File: src/shift_fifo.sv
// constants package and the small word fifo of the serial shift block
// Summary of operation
// - clock select 00: each strobe write clocks data register and counter, except while the fifo is full
// - external clock: output latch updates on edge opposite to sampling
// - strobe or timer source: output latch is transparent
// - clock select 01: timer compare match clocks register and counter
// - upper select set: pin clock shifts data, lower bit picks edge
// - external clock: strobe bit picks counter source, both edges or toggle
// - each strobe shifts exactly one bit and counts exactly one unless the fifo is full, then none
// - strobe changes output at once, shifts in previously sampled input
// - strobe and toggle bits always read as zero
// - toggle write inverts clock port value, pin driven only if output
// - external clock with strobe bit set: toggle write counts directly
// - pin position bits 7 to 1 always read zero
// - pin group select routes functions to group b or group a
// - data and clock inputs work in every wire mode
// - two-wire hold mode: clock line low from overflow until flag cleared
`timescale 1ns/1ps
`default_nettype none

package serial_pkg;
  localparam logic [7:0] OFF_CTRL = 8'h00;
  localparam logic [7:0] OFF_STATUS = 8'h04;
  localparam logic [7:0] OFF_DATA = 8'h08;
  localparam logic [7:0] OFF_PINPOS = 8'h0c;
  localparam logic [7:0] OFF_RXFIFO = 8'h10;
  localparam logic [7:0] OFF_DIR = 8'h14;
  // control register fields
  localparam int CTRL_WM_LO = 4;
  localparam int CTRL_CS_LO = 2;
  localparam int CTRL_STROBE = 1;
  localparam int CTRL_TOGGLE = 0;
  // status register fields
  localparam int STAT_FIFO_VALID = 7;
  localparam int STAT_OVF = 6;
  // pin indices inside a group
  localparam int PIN_DI = 0;
  localparam int PIN_DO = 1;
  localparam int PIN_CLK = 2;
  // clock source encodings
  localparam logic [1:0] CS_STROBE = 2'h0;
  localparam logic [1:0] CS_TIMER = 2'h1;
  // wire mode encodings
  localparam logic [1:0] WM_OFF = 2'h0;
  localparam logic [1:0] WM_THREE = 2'h1;
  localparam logic [1:0] WM_HOLD = 2'h3;
  localparam logic [3:0] CNT_MAX = 4'hf;
  localparam logic [7:0] DATA_RST = 8'h00;
  localparam logic [2:0] DIR_RST = 3'h0;
  localparam logic CLK_PORT_RST = 1'b0;
  localparam int FIFO_DEPTH = 4;
  localparam int DATA_W = 8;

  typedef struct packed {
    logic [2:0] o;
    logic [2:0] oe;
  } pins_s;
endpackage : serial_pkg

module shift_fifo #(
  parameter int WIDTH = 8,
  parameter int DEPTH = 4
) (
  // clock and reset
  input wire logic clk_sys,
  input wire logic rst,
  // filling side
  input wire logic in_valid,
  output logic in_ready,
  input wire logic [WIDTH-1:0] in_data,
  // draining side
  output logic out_valid,
  input wire logic out_ready,
  output logic [WIDTH-1:0] out_data
);
  localparam int PW = $clog2(DEPTH);
  logic [WIDTH-1:0] mem_r [DEPTH];
  logic [PW-1:0] wr_ptr_r, wr_ptr_nxt, rd_ptr_r, rd_ptr_nxt;
  logic [PW:0] count_r, count_nxt;
  logic push, pop;

  assign in_ready = (count_r != (PW+1)'(DEPTH));
  assign out_valid = (count_r != '0);
  assign out_data = mem_r[rd_ptr_r];
  assign push = in_valid && in_ready;
  assign pop = out_valid && out_ready;

  always_comb begin
    wr_ptr_nxt = push ? wr_ptr_r + 1'b1 : wr_ptr_r;
    rd_ptr_nxt = pop ? rd_ptr_r + 1'b1 : rd_ptr_r;
    count_nxt = count_r;
    if (push && !pop) begin
      count_nxt = count_r + 1'b1;
    end else if (pop && !push) begin
      count_nxt = count_r - 1'b1;
    end
  end

  always_ff @(posedge clk_sys or posedge rst) begin
    if (rst) begin
      wr_ptr_r <= '0;
      rd_ptr_r <= '0;
      count_r <= '0;
    end else begin
      wr_ptr_r <= wr_ptr_nxt;
      rd_ptr_r <= rd_ptr_nxt;
      count_r <= count_nxt;
    end
  end

  // storage needs no reset; only words below count are ever read
  always_ff @(posedge clk_sys) begin
    if (push) begin
      mem_r[wr_ptr_r] <= in_data;
    end
  end
endmodule : shift_fifo

`default_nettype wire

File: src/serial_shift_clock_select.sv
// serial shift interface: clock source selection, strobes and pin routing
`timescale 1ns/1ps
`default_nettype none

module serial_shift_clock_select (
  // clock and reset
  input wire logic clk_sys,
  input wire logic rst,
  // apb slave
  input wire logic psel,
  input wire logic penable,
  input wire logic pwrite,
  input wire logic [7:0] paddr,
  input wire logic [31:0] pwdata,
  output logic [31:0] prdata,
  output logic pready,
  output logic pslverr,
  // timer compare match event, same clock domain
  input wire logic tc0_match,
  // pin group b and pin group a
  input wire logic [2:0] pb_in,
  input wire logic [2:0] pa_in,
  output serial_pkg::pins_s pb_pins,
  output serial_pkg::pins_s pa_pins
);
  import serial_pkg::*;

  function automatic logic is_reg(input logic [7:0] a, input logic [7:0] off);
    is_reg = (a == off);
  endfunction : is_reg

  // two-stage input synchronisers; stage one is read only by stage two
  logic [5:0] in_meta_r, in_sync_r;
  always_ff @(posedge clk_sys or posedge rst) begin
    if (rst) begin
      in_meta_r <= '0;
      in_sync_r <= '0;
    end else begin
      in_meta_r <= {pa_in, pb_in};
      in_sync_r <= in_meta_r;
    end
  end

  // registers
  logic [1:0] wm_r, wm_nxt, cs_r, cs_nxt;
  logic cnt_sel_r, cnt_sel_nxt, clk_port_r, clk_port_nxt;
  logic ovf_r, ovf_nxt, pos_r, pos_nxt;
  logic [3:0] cnt_r, cnt_nxt;
  logic [7:0] data_r, data_nxt;
  logic do_latch_r, do_latch_nxt, di_prev_r, di_prev_nxt;
  logic sclk_prev_r, sclk_prev_nxt;
  logic [2:0] dir_r, dir_nxt;
  logic pready_r, pready_nxt, pslverr_r, pslverr_nxt;
  logic [31:0] prdata_r, prdata_nxt;
  pins_s pb_r, pb_nxt, pa_r, pa_nxt;

  // bus strobes
  logic acc_done, wr_en, rd_en;
  logic wr_ctrl, strobe_wr, toggle_wr;
  assign acc_done = psel && penable && pready_r;
  assign wr_en = acc_done && pwrite;
  assign rd_en = acc_done && !pwrite;
  assign wr_ctrl = wr_en && is_reg(paddr, OFF_CTRL);
  assign strobe_wr = wr_ctrl && pwdata[CTRL_STROBE];
  assign toggle_wr = wr_ctrl && pwdata[CTRL_TOGGLE];

  // selected pin group inputs after synchronising; inputs act in every
  // wire mode, only outputs depend on it
  logic di_in, sclk_in;
  assign di_in = pos_r ? in_sync_r[3+PIN_DI] : in_sync_r[PIN_DI];
  assign sclk_in = pos_r ? in_sync_r[3+PIN_CLK] : in_sync_r[PIN_CLK];

  // strobe shifts in last cycle's sample, pin edges the current one; the
  // fifo must see the same bit as the register or a strobe byte is torn
  logic shift_bit;
  assign shift_bit = (cs_r == CS_STROBE) ? di_prev_r : di_in;

  logic ext_mode, rise, fall, samp_edge, latch_edge;
  logic shift_ev, count_ev, stall, wrap;
  logic fifo_ready, fifo_valid, fifo_pop;
  logic [7:0] fifo_data;
  assign ext_mode = cs_r[1];
  assign rise = sclk_in && !sclk_prev_r;
  assign fall = !sclk_in && sclk_prev_r;
  assign samp_edge = cs_r[0] ? fall : rise;
  assign latch_edge = cs_r[0] ? rise : fall;
  // a full receive fifo stalls all clocking so no completed byte is lost
  assign stall = !fifo_ready;

  always_comb begin
    shift_ev = 1'b0;
    count_ev = 1'b0;
    if (cs_r == CS_STROBE) begin
      shift_ev = strobe_wr;
      count_ev = strobe_wr;
    end else if (cs_r == CS_TIMER) begin
      shift_ev = tc0_match;
      count_ev = tc0_match;
    end else begin
      shift_ev = samp_edge;
      count_ev = cnt_sel_r ? toggle_wr : (rise || fall);
    end
    if (stall) begin
      shift_ev = 1'b0;
      count_ev = 1'b0;
    end
  end
  assign wrap = count_ev && (cnt_r == CNT_MAX);

  shift_fifo #(
    .WIDTH(DATA_W),
    .DEPTH(FIFO_DEPTH)
  ) rx_fifo (
    .clk_sys(clk_sys),
    .rst(rst),
    .in_valid(wrap),
    .in_ready(fifo_ready),
    .in_data(shift_ev ? {data_r[6:0], shift_bit} : data_r),
    .out_valid(fifo_valid),
    .out_ready(fifo_pop),
    .out_data(fifo_data)
  );
  assign fifo_pop = rd_en && is_reg(paddr, OFF_RXFIFO);

  // core state
  always_comb begin
    wm_nxt = wm_r;
    cs_nxt = cs_r;
    cnt_sel_nxt = cnt_sel_r;
    pos_nxt = pos_r;
    dir_nxt = dir_r;
    clk_port_nxt = clk_port_r;
    cnt_nxt = cnt_r;
    ovf_nxt = ovf_r;
    data_nxt = data_r;
    do_latch_nxt = do_latch_r;
    di_prev_nxt = di_in;
    sclk_prev_nxt = sclk_in;
    if (wr_ctrl) begin
      wm_nxt = pwdata[CTRL_WM_LO+1:CTRL_WM_LO];
      cs_nxt = pwdata[CTRL_CS_LO+1:CTRL_CS_LO];
      // kept as counter source select, never read back
      cnt_sel_nxt = pwdata[CTRL_STROBE];
    end
    if (toggle_wr) begin
      clk_port_nxt = !clk_port_r;
    end
    if (wr_en && is_reg(paddr, OFF_PINPOS)) begin
      pos_nxt = pwdata[0];
    end
    if (wr_en && is_reg(paddr, OFF_DIR)) begin
      dir_nxt = pwdata[2:0];
    end
    if (shift_ev) begin
      data_nxt = {data_r[6:0], shift_bit};
    end
    if (wr_en && is_reg(paddr, OFF_DATA)) begin
      data_nxt = pwdata[7:0];
    end
    if (count_ev) begin
      cnt_nxt = cnt_r + 4'h1;
    end
    if (wr_en && is_reg(paddr, OFF_STATUS)) begin
      cnt_nxt = pwdata[3:0];
      if (pwdata[STAT_OVF]) begin
        ovf_nxt = 1'b0;
      end
    end
    if (wrap) begin
      ovf_nxt = 1'b1;
    end
    if (!ext_mode) begin
      do_latch_nxt = data_nxt[7];
    end else if (latch_edge) begin
      do_latch_nxt = data_r[7];
    end
  end

  always_ff @(posedge clk_sys or posedge rst) begin
    if (rst) begin
      wm_r <= WM_OFF;
      cs_r <= CS_STROBE;
      cnt_sel_r <= 1'b0;
      pos_r <= 1'b0;
      dir_r <= DIR_RST;
      clk_port_r <= CLK_PORT_RST;
      cnt_r <= '0;
      ovf_r <= 1'b0;
      data_r <= DATA_RST;
      do_latch_r <= 1'b0;
      di_prev_r <= 1'b0;
      sclk_prev_r <= 1'b0;
    end else begin
      wm_r <= wm_nxt;
      cs_r <= cs_nxt;
      cnt_sel_r <= cnt_sel_nxt;
      pos_r <= pos_nxt;
      dir_r <= dir_nxt;
      clk_port_r <= clk_port_nxt;
      cnt_r <= cnt_nxt;
      ovf_r <= ovf_nxt;
      data_r <= data_nxt;
      do_latch_r <= do_latch_nxt;
      di_prev_r <= di_prev_nxt;
      sclk_prev_r <= sclk_prev_nxt;
    end
  end

  // pins: outputs registered, so pins follow the core one cycle later
  pins_s grp;
  always_comb begin
    grp.o = '0;
    grp.oe = '0;
    grp.o[PIN_CLK] = clk_port_r;
    grp.oe[PIN_CLK] = dir_r[PIN_CLK];
    if (wm_r == WM_THREE) begin
      grp.o[PIN_DO] = do_latch_r;
      grp.oe[PIN_DO] = dir_r[PIN_DO];
    end else if (wm_r[1]) begin
      // open drain: drive low only, enable high while pulling
      grp.o[PIN_CLK] = 1'b0;
      grp.oe[PIN_DI] = dir_r[PIN_DI] && !do_latch_r;
      grp.oe[PIN_CLK] = dir_r[PIN_CLK] &&
        (!clk_port_r || (wm_r == WM_HOLD && ovf_r));
    end
    pb_nxt = pos_r ? '0 : grp;
    pa_nxt = pos_r ? grp : '0;
  end

  always_ff @(posedge clk_sys or posedge rst) begin
    if (rst) begin
      pb_r <= '0;
      pa_r <= '0;
    end else begin
      pb_r <= pb_nxt;
      pa_r <= pa_nxt;
    end
  end
  assign pb_pins = pb_r;
  assign pa_pins = pa_r;

  // apb: one wait state, read data and error registered with pready
  always_comb begin
    pready_nxt = psel && penable && !pready_r;
    prdata_nxt = prdata_r;
    pslverr_nxt = 1'b0;
    if (psel && penable && !pready_r) begin
      prdata_nxt = '0;
      if (is_reg(paddr, OFF_CTRL)) begin
        // strobe and toggle bits read zero
        prdata_nxt[7:0] = {2'h0, wm_r, cs_r, 2'h0};
      end else if (is_reg(paddr, OFF_STATUS)) begin
        prdata_nxt[7:0] = {fifo_valid, ovf_r, 2'h0, cnt_r};
      end else if (is_reg(paddr, OFF_DATA)) begin
        prdata_nxt[7:0] = data_r;
      end else if (is_reg(paddr, OFF_PINPOS)) begin
        prdata_nxt[7:0] = {7'h00, pos_r};
      end else if (is_reg(paddr, OFF_RXFIFO)) begin
        prdata_nxt[7:0] = fifo_valid ? fifo_data : 8'h00;
      end else if (is_reg(paddr, OFF_DIR)) begin
        prdata_nxt[7:0] = {5'h00, dir_r};
      end else begin
        pslverr_nxt = 1'b1;
      end
    end
  end

  always_ff @(posedge clk_sys or posedge rst) begin
    if (rst) begin
      pready_r <= 1'b0;
      prdata_r <= '0;
      pslverr_r <= 1'b0;
    end else begin
      pready_r <= pready_nxt;
      prdata_r <= prdata_nxt;
      pslverr_r <= pslverr_nxt;
    end
  end
  assign pready = pready_r;
  assign prdata = prdata_r;
  assign pslverr = pslverr_r;
endmodule : serial_shift_clock_select

`default_nettype wire

File: config.mk
export PLATFORM = sky130hd
export DESIGN_NAME = serial_shift_clock_select
export DESIGN_NICKNAME = d
export VERILOG_FILES = /design/src/shift_fifo.sv /design/src/serial_shift_clock_select.sv
export SDC_FILE = /design/constraint.sdc
export NUM_CORES = 1
export LEC_CHECK = 0
export BUFFER_PORTS_ARGS = -buffer_cell sky130_fd_sc_hd__buf_4
export CAP_MARGIN = 10
export CORE_MARGIN = 2
export CORE_UTILIZATION = 41
export CTS_BUF_LIST = sky130_fd_sc_hd__clkbuf_16
export DETAILED_ROUTE_END_ITERATION = 7
export PLACE_DENSITY = 0.66
export REMOVE_ABC_BUFFERS = 1
export SLEW_MARGIN = 20
export SYNTH_ARGS = -nofsm -noshare
export SYNTH_HDL_FRONTEND = slang
export SYNTH_SLANG_ARGS = --single-unit
File: constraint.sdc
create_clock -name clk_sys -period 3.8 [get_ports clk_sys]
set_clock_uncertainty 0.1 [all_clocks]
set_input_delay 0.76 -clock clk_sys [delete_from_list [all_inputs] [get_ports clk_sys]]
set_output_delay 0.76 -clock clk_sys [all_outputs]
set_load 0.05 [all_outputs]
==> impl_metrics.yaml <==
synthesis:
  synthMuxAreaShare_pct: 11.6
  ys_warn_count: 0
  async_reset_ff_share_pct: 65.6
  synth_edf_count: 32
  synth-simple-area-share_pct: 13.4
  synthAdderAreaFrac_pct: 2.78
  synth-compound-area-share_pct: 6.68
  syn_area_um2: 4320
  synth_top_family_by_area: "simple AND/OR/NAND/NOR gates"
  synthFlopType: "dfrtp_1"
  synth_xor_xnor_area_share_pct: 1.42
  synth_area_leaders: "dfrtp_1 35%, edfxtp_1 22%, mux2_2 5.5%"
  netlist-cell-type-count: 58
  ys_top_cells_by_count: "61 x dfrtp_1, 32 x edfxtp_1, 31 x nand2_1, 27 x buf_4, 24 x nor2_1"
  synth-seq-cells: 93
  yosysTopAreaCell: "dfrtp_1"
  synth_area_per_cell_um2: 12.6
  yosysMostFrequentCell: "dfrtp_1"
  syn_inst: 343
  synth-seq-area-share_pct: 57.5
  synth_top_area_share_pct: 35.3
clock_tree:
  root_buffer: "clkbuf_16"
  holdBufCountCts: 0
  numCtsBuffers: 9
  numClockSinks: 93
  cts-htree-levels: 3
  cts_resized: 0
  postCtsSetupBuffers: 0
  clkTransAtPathRegs_ns: 0.06
  cts_max_path_buffers: 2
  cts_tree: "done"
  clk_latency_ns: 0.34
global_route:
  grt.total_usage_pct: 17.2
  grt_max_degree: 53
  antenna_found_initial: 0
  grt_pass1_vias: 2633
  grt_pass1_wl_um: 14400
  grt_overflow_total: 0
die:
  die_w_um: 107
  core.rowCount: 37
  io_pins: 98
  start_util_pct: 42.1
  dieArea_um2: 11400
  core_area_um2: 10300
  die_h_um: 107
critical_path:
  cp.required_ns: 3.96
  path_class: "primary input to flop"
  cp_slowest_cell: "or4_4"
  path_cells: "buf_4 -> or4_1 -> or4_4 -> and2_4 -> nor3_4 -> ha_1 -> inv_1 -> fa_1 -> xor2_1 -> nor2_1 -> xor2_1"
  critPathCaptureType: "flop"
  start_kind: "primary input"
  cp_num_buf_inv: 2
  cp_slowest_stage_delay_ns: 0.59
  cp.arrival_ns: 3.53
  cpMostUsedCell: "xor2_1"
  cp_max_fo: 7
  critPathTopFamily: "simple AND/OR/NAND/NOR gates"
outcome:
  status: "complete, no violations"
power_and_ir_drop:
  power_density_nw_per_um2: 423
  total_power_mw: 2.12
  peakVddDrop_v: 0.000173
  leakage_nw: 2.15
timing:
  finalSetupViolations: 0
  worstMarginPinSlew_ns: 0.892
  final_hold_viol_count: 0
  worst_slack_ns: 0.433
  rsz0062_at_grt: "false"
  fmax_ghz: 0.297
  final_max_slew_viol_count: 0
  finalCritPeriodShare_pct: 88.6
  fin_setup_tns_ns: 0
  post-route-min-period_ns: 3.37
  relSlewSlack_pct: 40.4
final_layout:
  instances_no_fill: 537
  seq_area_um2: 2490
  antenna_cells: 0
  layout-drive-gt1-share_pct: 27.4
  multi_input_area_um2: 1650
  nets: 457
  fill_cells: 920
  area_growth_pct: 16.2
  final_util_pct: 48.9
placed_design:
  place_ws_ns: 0.0938
  gp_congestion: 0.847
  io_buffers: 45
  dp_cells: 521
  place_hpwl_um: 6870
routing:
  drt_iter0_drc: 151
  drc: 0
  dr.pass1.iters: 4
  viasPerCell: 5.23
  ant_nets: 0
  drt-total-wl_um: 9240
  detail_route.wl_per_cell_um: 17.2
  num_vias: 2806
worst_hold_path:
  min_path_type: "flop to flop"
flow_run:
  cap_violations: 0
==> cells in the final DEF (no fill, tap or decap), types with 2 or more instances in the layout <==
cell type,n
o21ai_0,6
or4_4,2
nand4_1,3
xnor2_1,5
or4_1,2
and2_1,2
a22oi_1,2
buf_4,52
mux2_2,21
inv_1,11
nand2_1,31
or3_1,3
xor2_1,2
nand3_1,7
dfrtp_1,61
and2_2,3
nor3_1,7
or2_2,2
ha_1,8
nor3b_1,5
mux4_2,8
a31oi_1,8
mux2i_1,7
and4_1,2
nor2_1,24
conb_1,26
and3_1,8
a221oi_1,3
edfxtp_1,32
a21oi_1,7
clkbuf_16,10
clkinv_2,2
==> worst register-to-register path, stage by stage, from the launching register on <==
cell     delay [ns]
dfrtp_1        0.38
and4_1         0.35
and4_1         0.34
o21ai_1        0.24
nor3_4         0.27
ha_1           0.21
inv_1          0.06
fa_1           0.37
xor2_1         0.17
nor2_1         0.11
xor2_1         0.17
==> stage by stage <==
stage	hold WS, ns	instance area, um2
after floorplan	0.231	4180
after global placement	0.233	4740
after detailed placement	0.235	4740
after CTS	0.249	5020
after global routing	0.269	5020
final	0.248	5020
==> sequential cells by signal, indices dropped and copies added (netlist names), 4 cells and up <==
signal and flops:
rx_fifo.mem_r 32, data_r 8, prdata 8, pa_pins 5, pb_pins 5, cnt_r 4, in_meta_r 4, in_sync_r 4
==> cell families (layout without fill, tap and decap cells) <==
| family | after synthesis | after routing |
|---|---|---|
| mux | 37 | 37 |
| simple gates | 109 | 109 |
| fa+ha+maj | 9 | 9 |
| compound gates | 41 | 41 |
| flops | 93 | 93 |
| xor+xnor | 7 | 7 |
| buf+inv | 46 | 79 |
| other cells | 1 | 26 |
==> power breakdown <==
group | leakage, nW | switching (mW) | internal [mW]
Sequential | 1.05 | 0.0153 | 1.06
Combinational | 0.958 | 0.145 | 0.0491
Clock | 0.143 | 0.377 | 0.480
==> final cells by class <==
type	instances	area share (%)
clock buffer	10	4.98
sequential	93	49.5
clock inverter	6	0.697
multi-input combinational	229	32.8
inverter	11	0.847
tap	136	3.39
timing repair buffer	52	7.77
==> final timing paths <==
| kind | startpoint | cells after the start | slack, ns | end |
|---|---|---|---|---|
| worst max-delay path | paddr[4] | 11 | 0.43 | rx_fifo.count_r[2]$_DFFE_PP0P_ |
| worst min-delay path | in_meta_r[0]$_DFF_PP0_ | 0 | 0.25 | in_sync_r[0]$_DFF_PP0_ |
| worst max register to register | pready$_DFF_PP0_ | 10 | 0.96 | rx_fifo.count_r[2]$_DFFE_PP0P_ |
| worst min register to register | in_meta_r[0]$_DFF_PP0_ | 0 | 0.25 | in_sync_r[0]$_DFF_PP0_ |
| max in group asynchronous | rst | 3 | 2.44 | data_r[3]$_DFF_PP0_ |
| min in group asynchronous | rst | 2 | 0.49 | pb_pins[0]$_DFF_PP0_ |
==> layer usage <==
metal | vias to the layer above | part of all wire [%] | GRT usage [%]
li1 | 1308 | - | -
met2 | 87 | 48 | 26.9
met1 | 1398 | 44 | 23.4
met3 | 13 | 5.4 | 3.59
met4 | 0 | 1.9 | 7.14
met5 | - | 0 | 0
(Power assumes the default switching activity.)
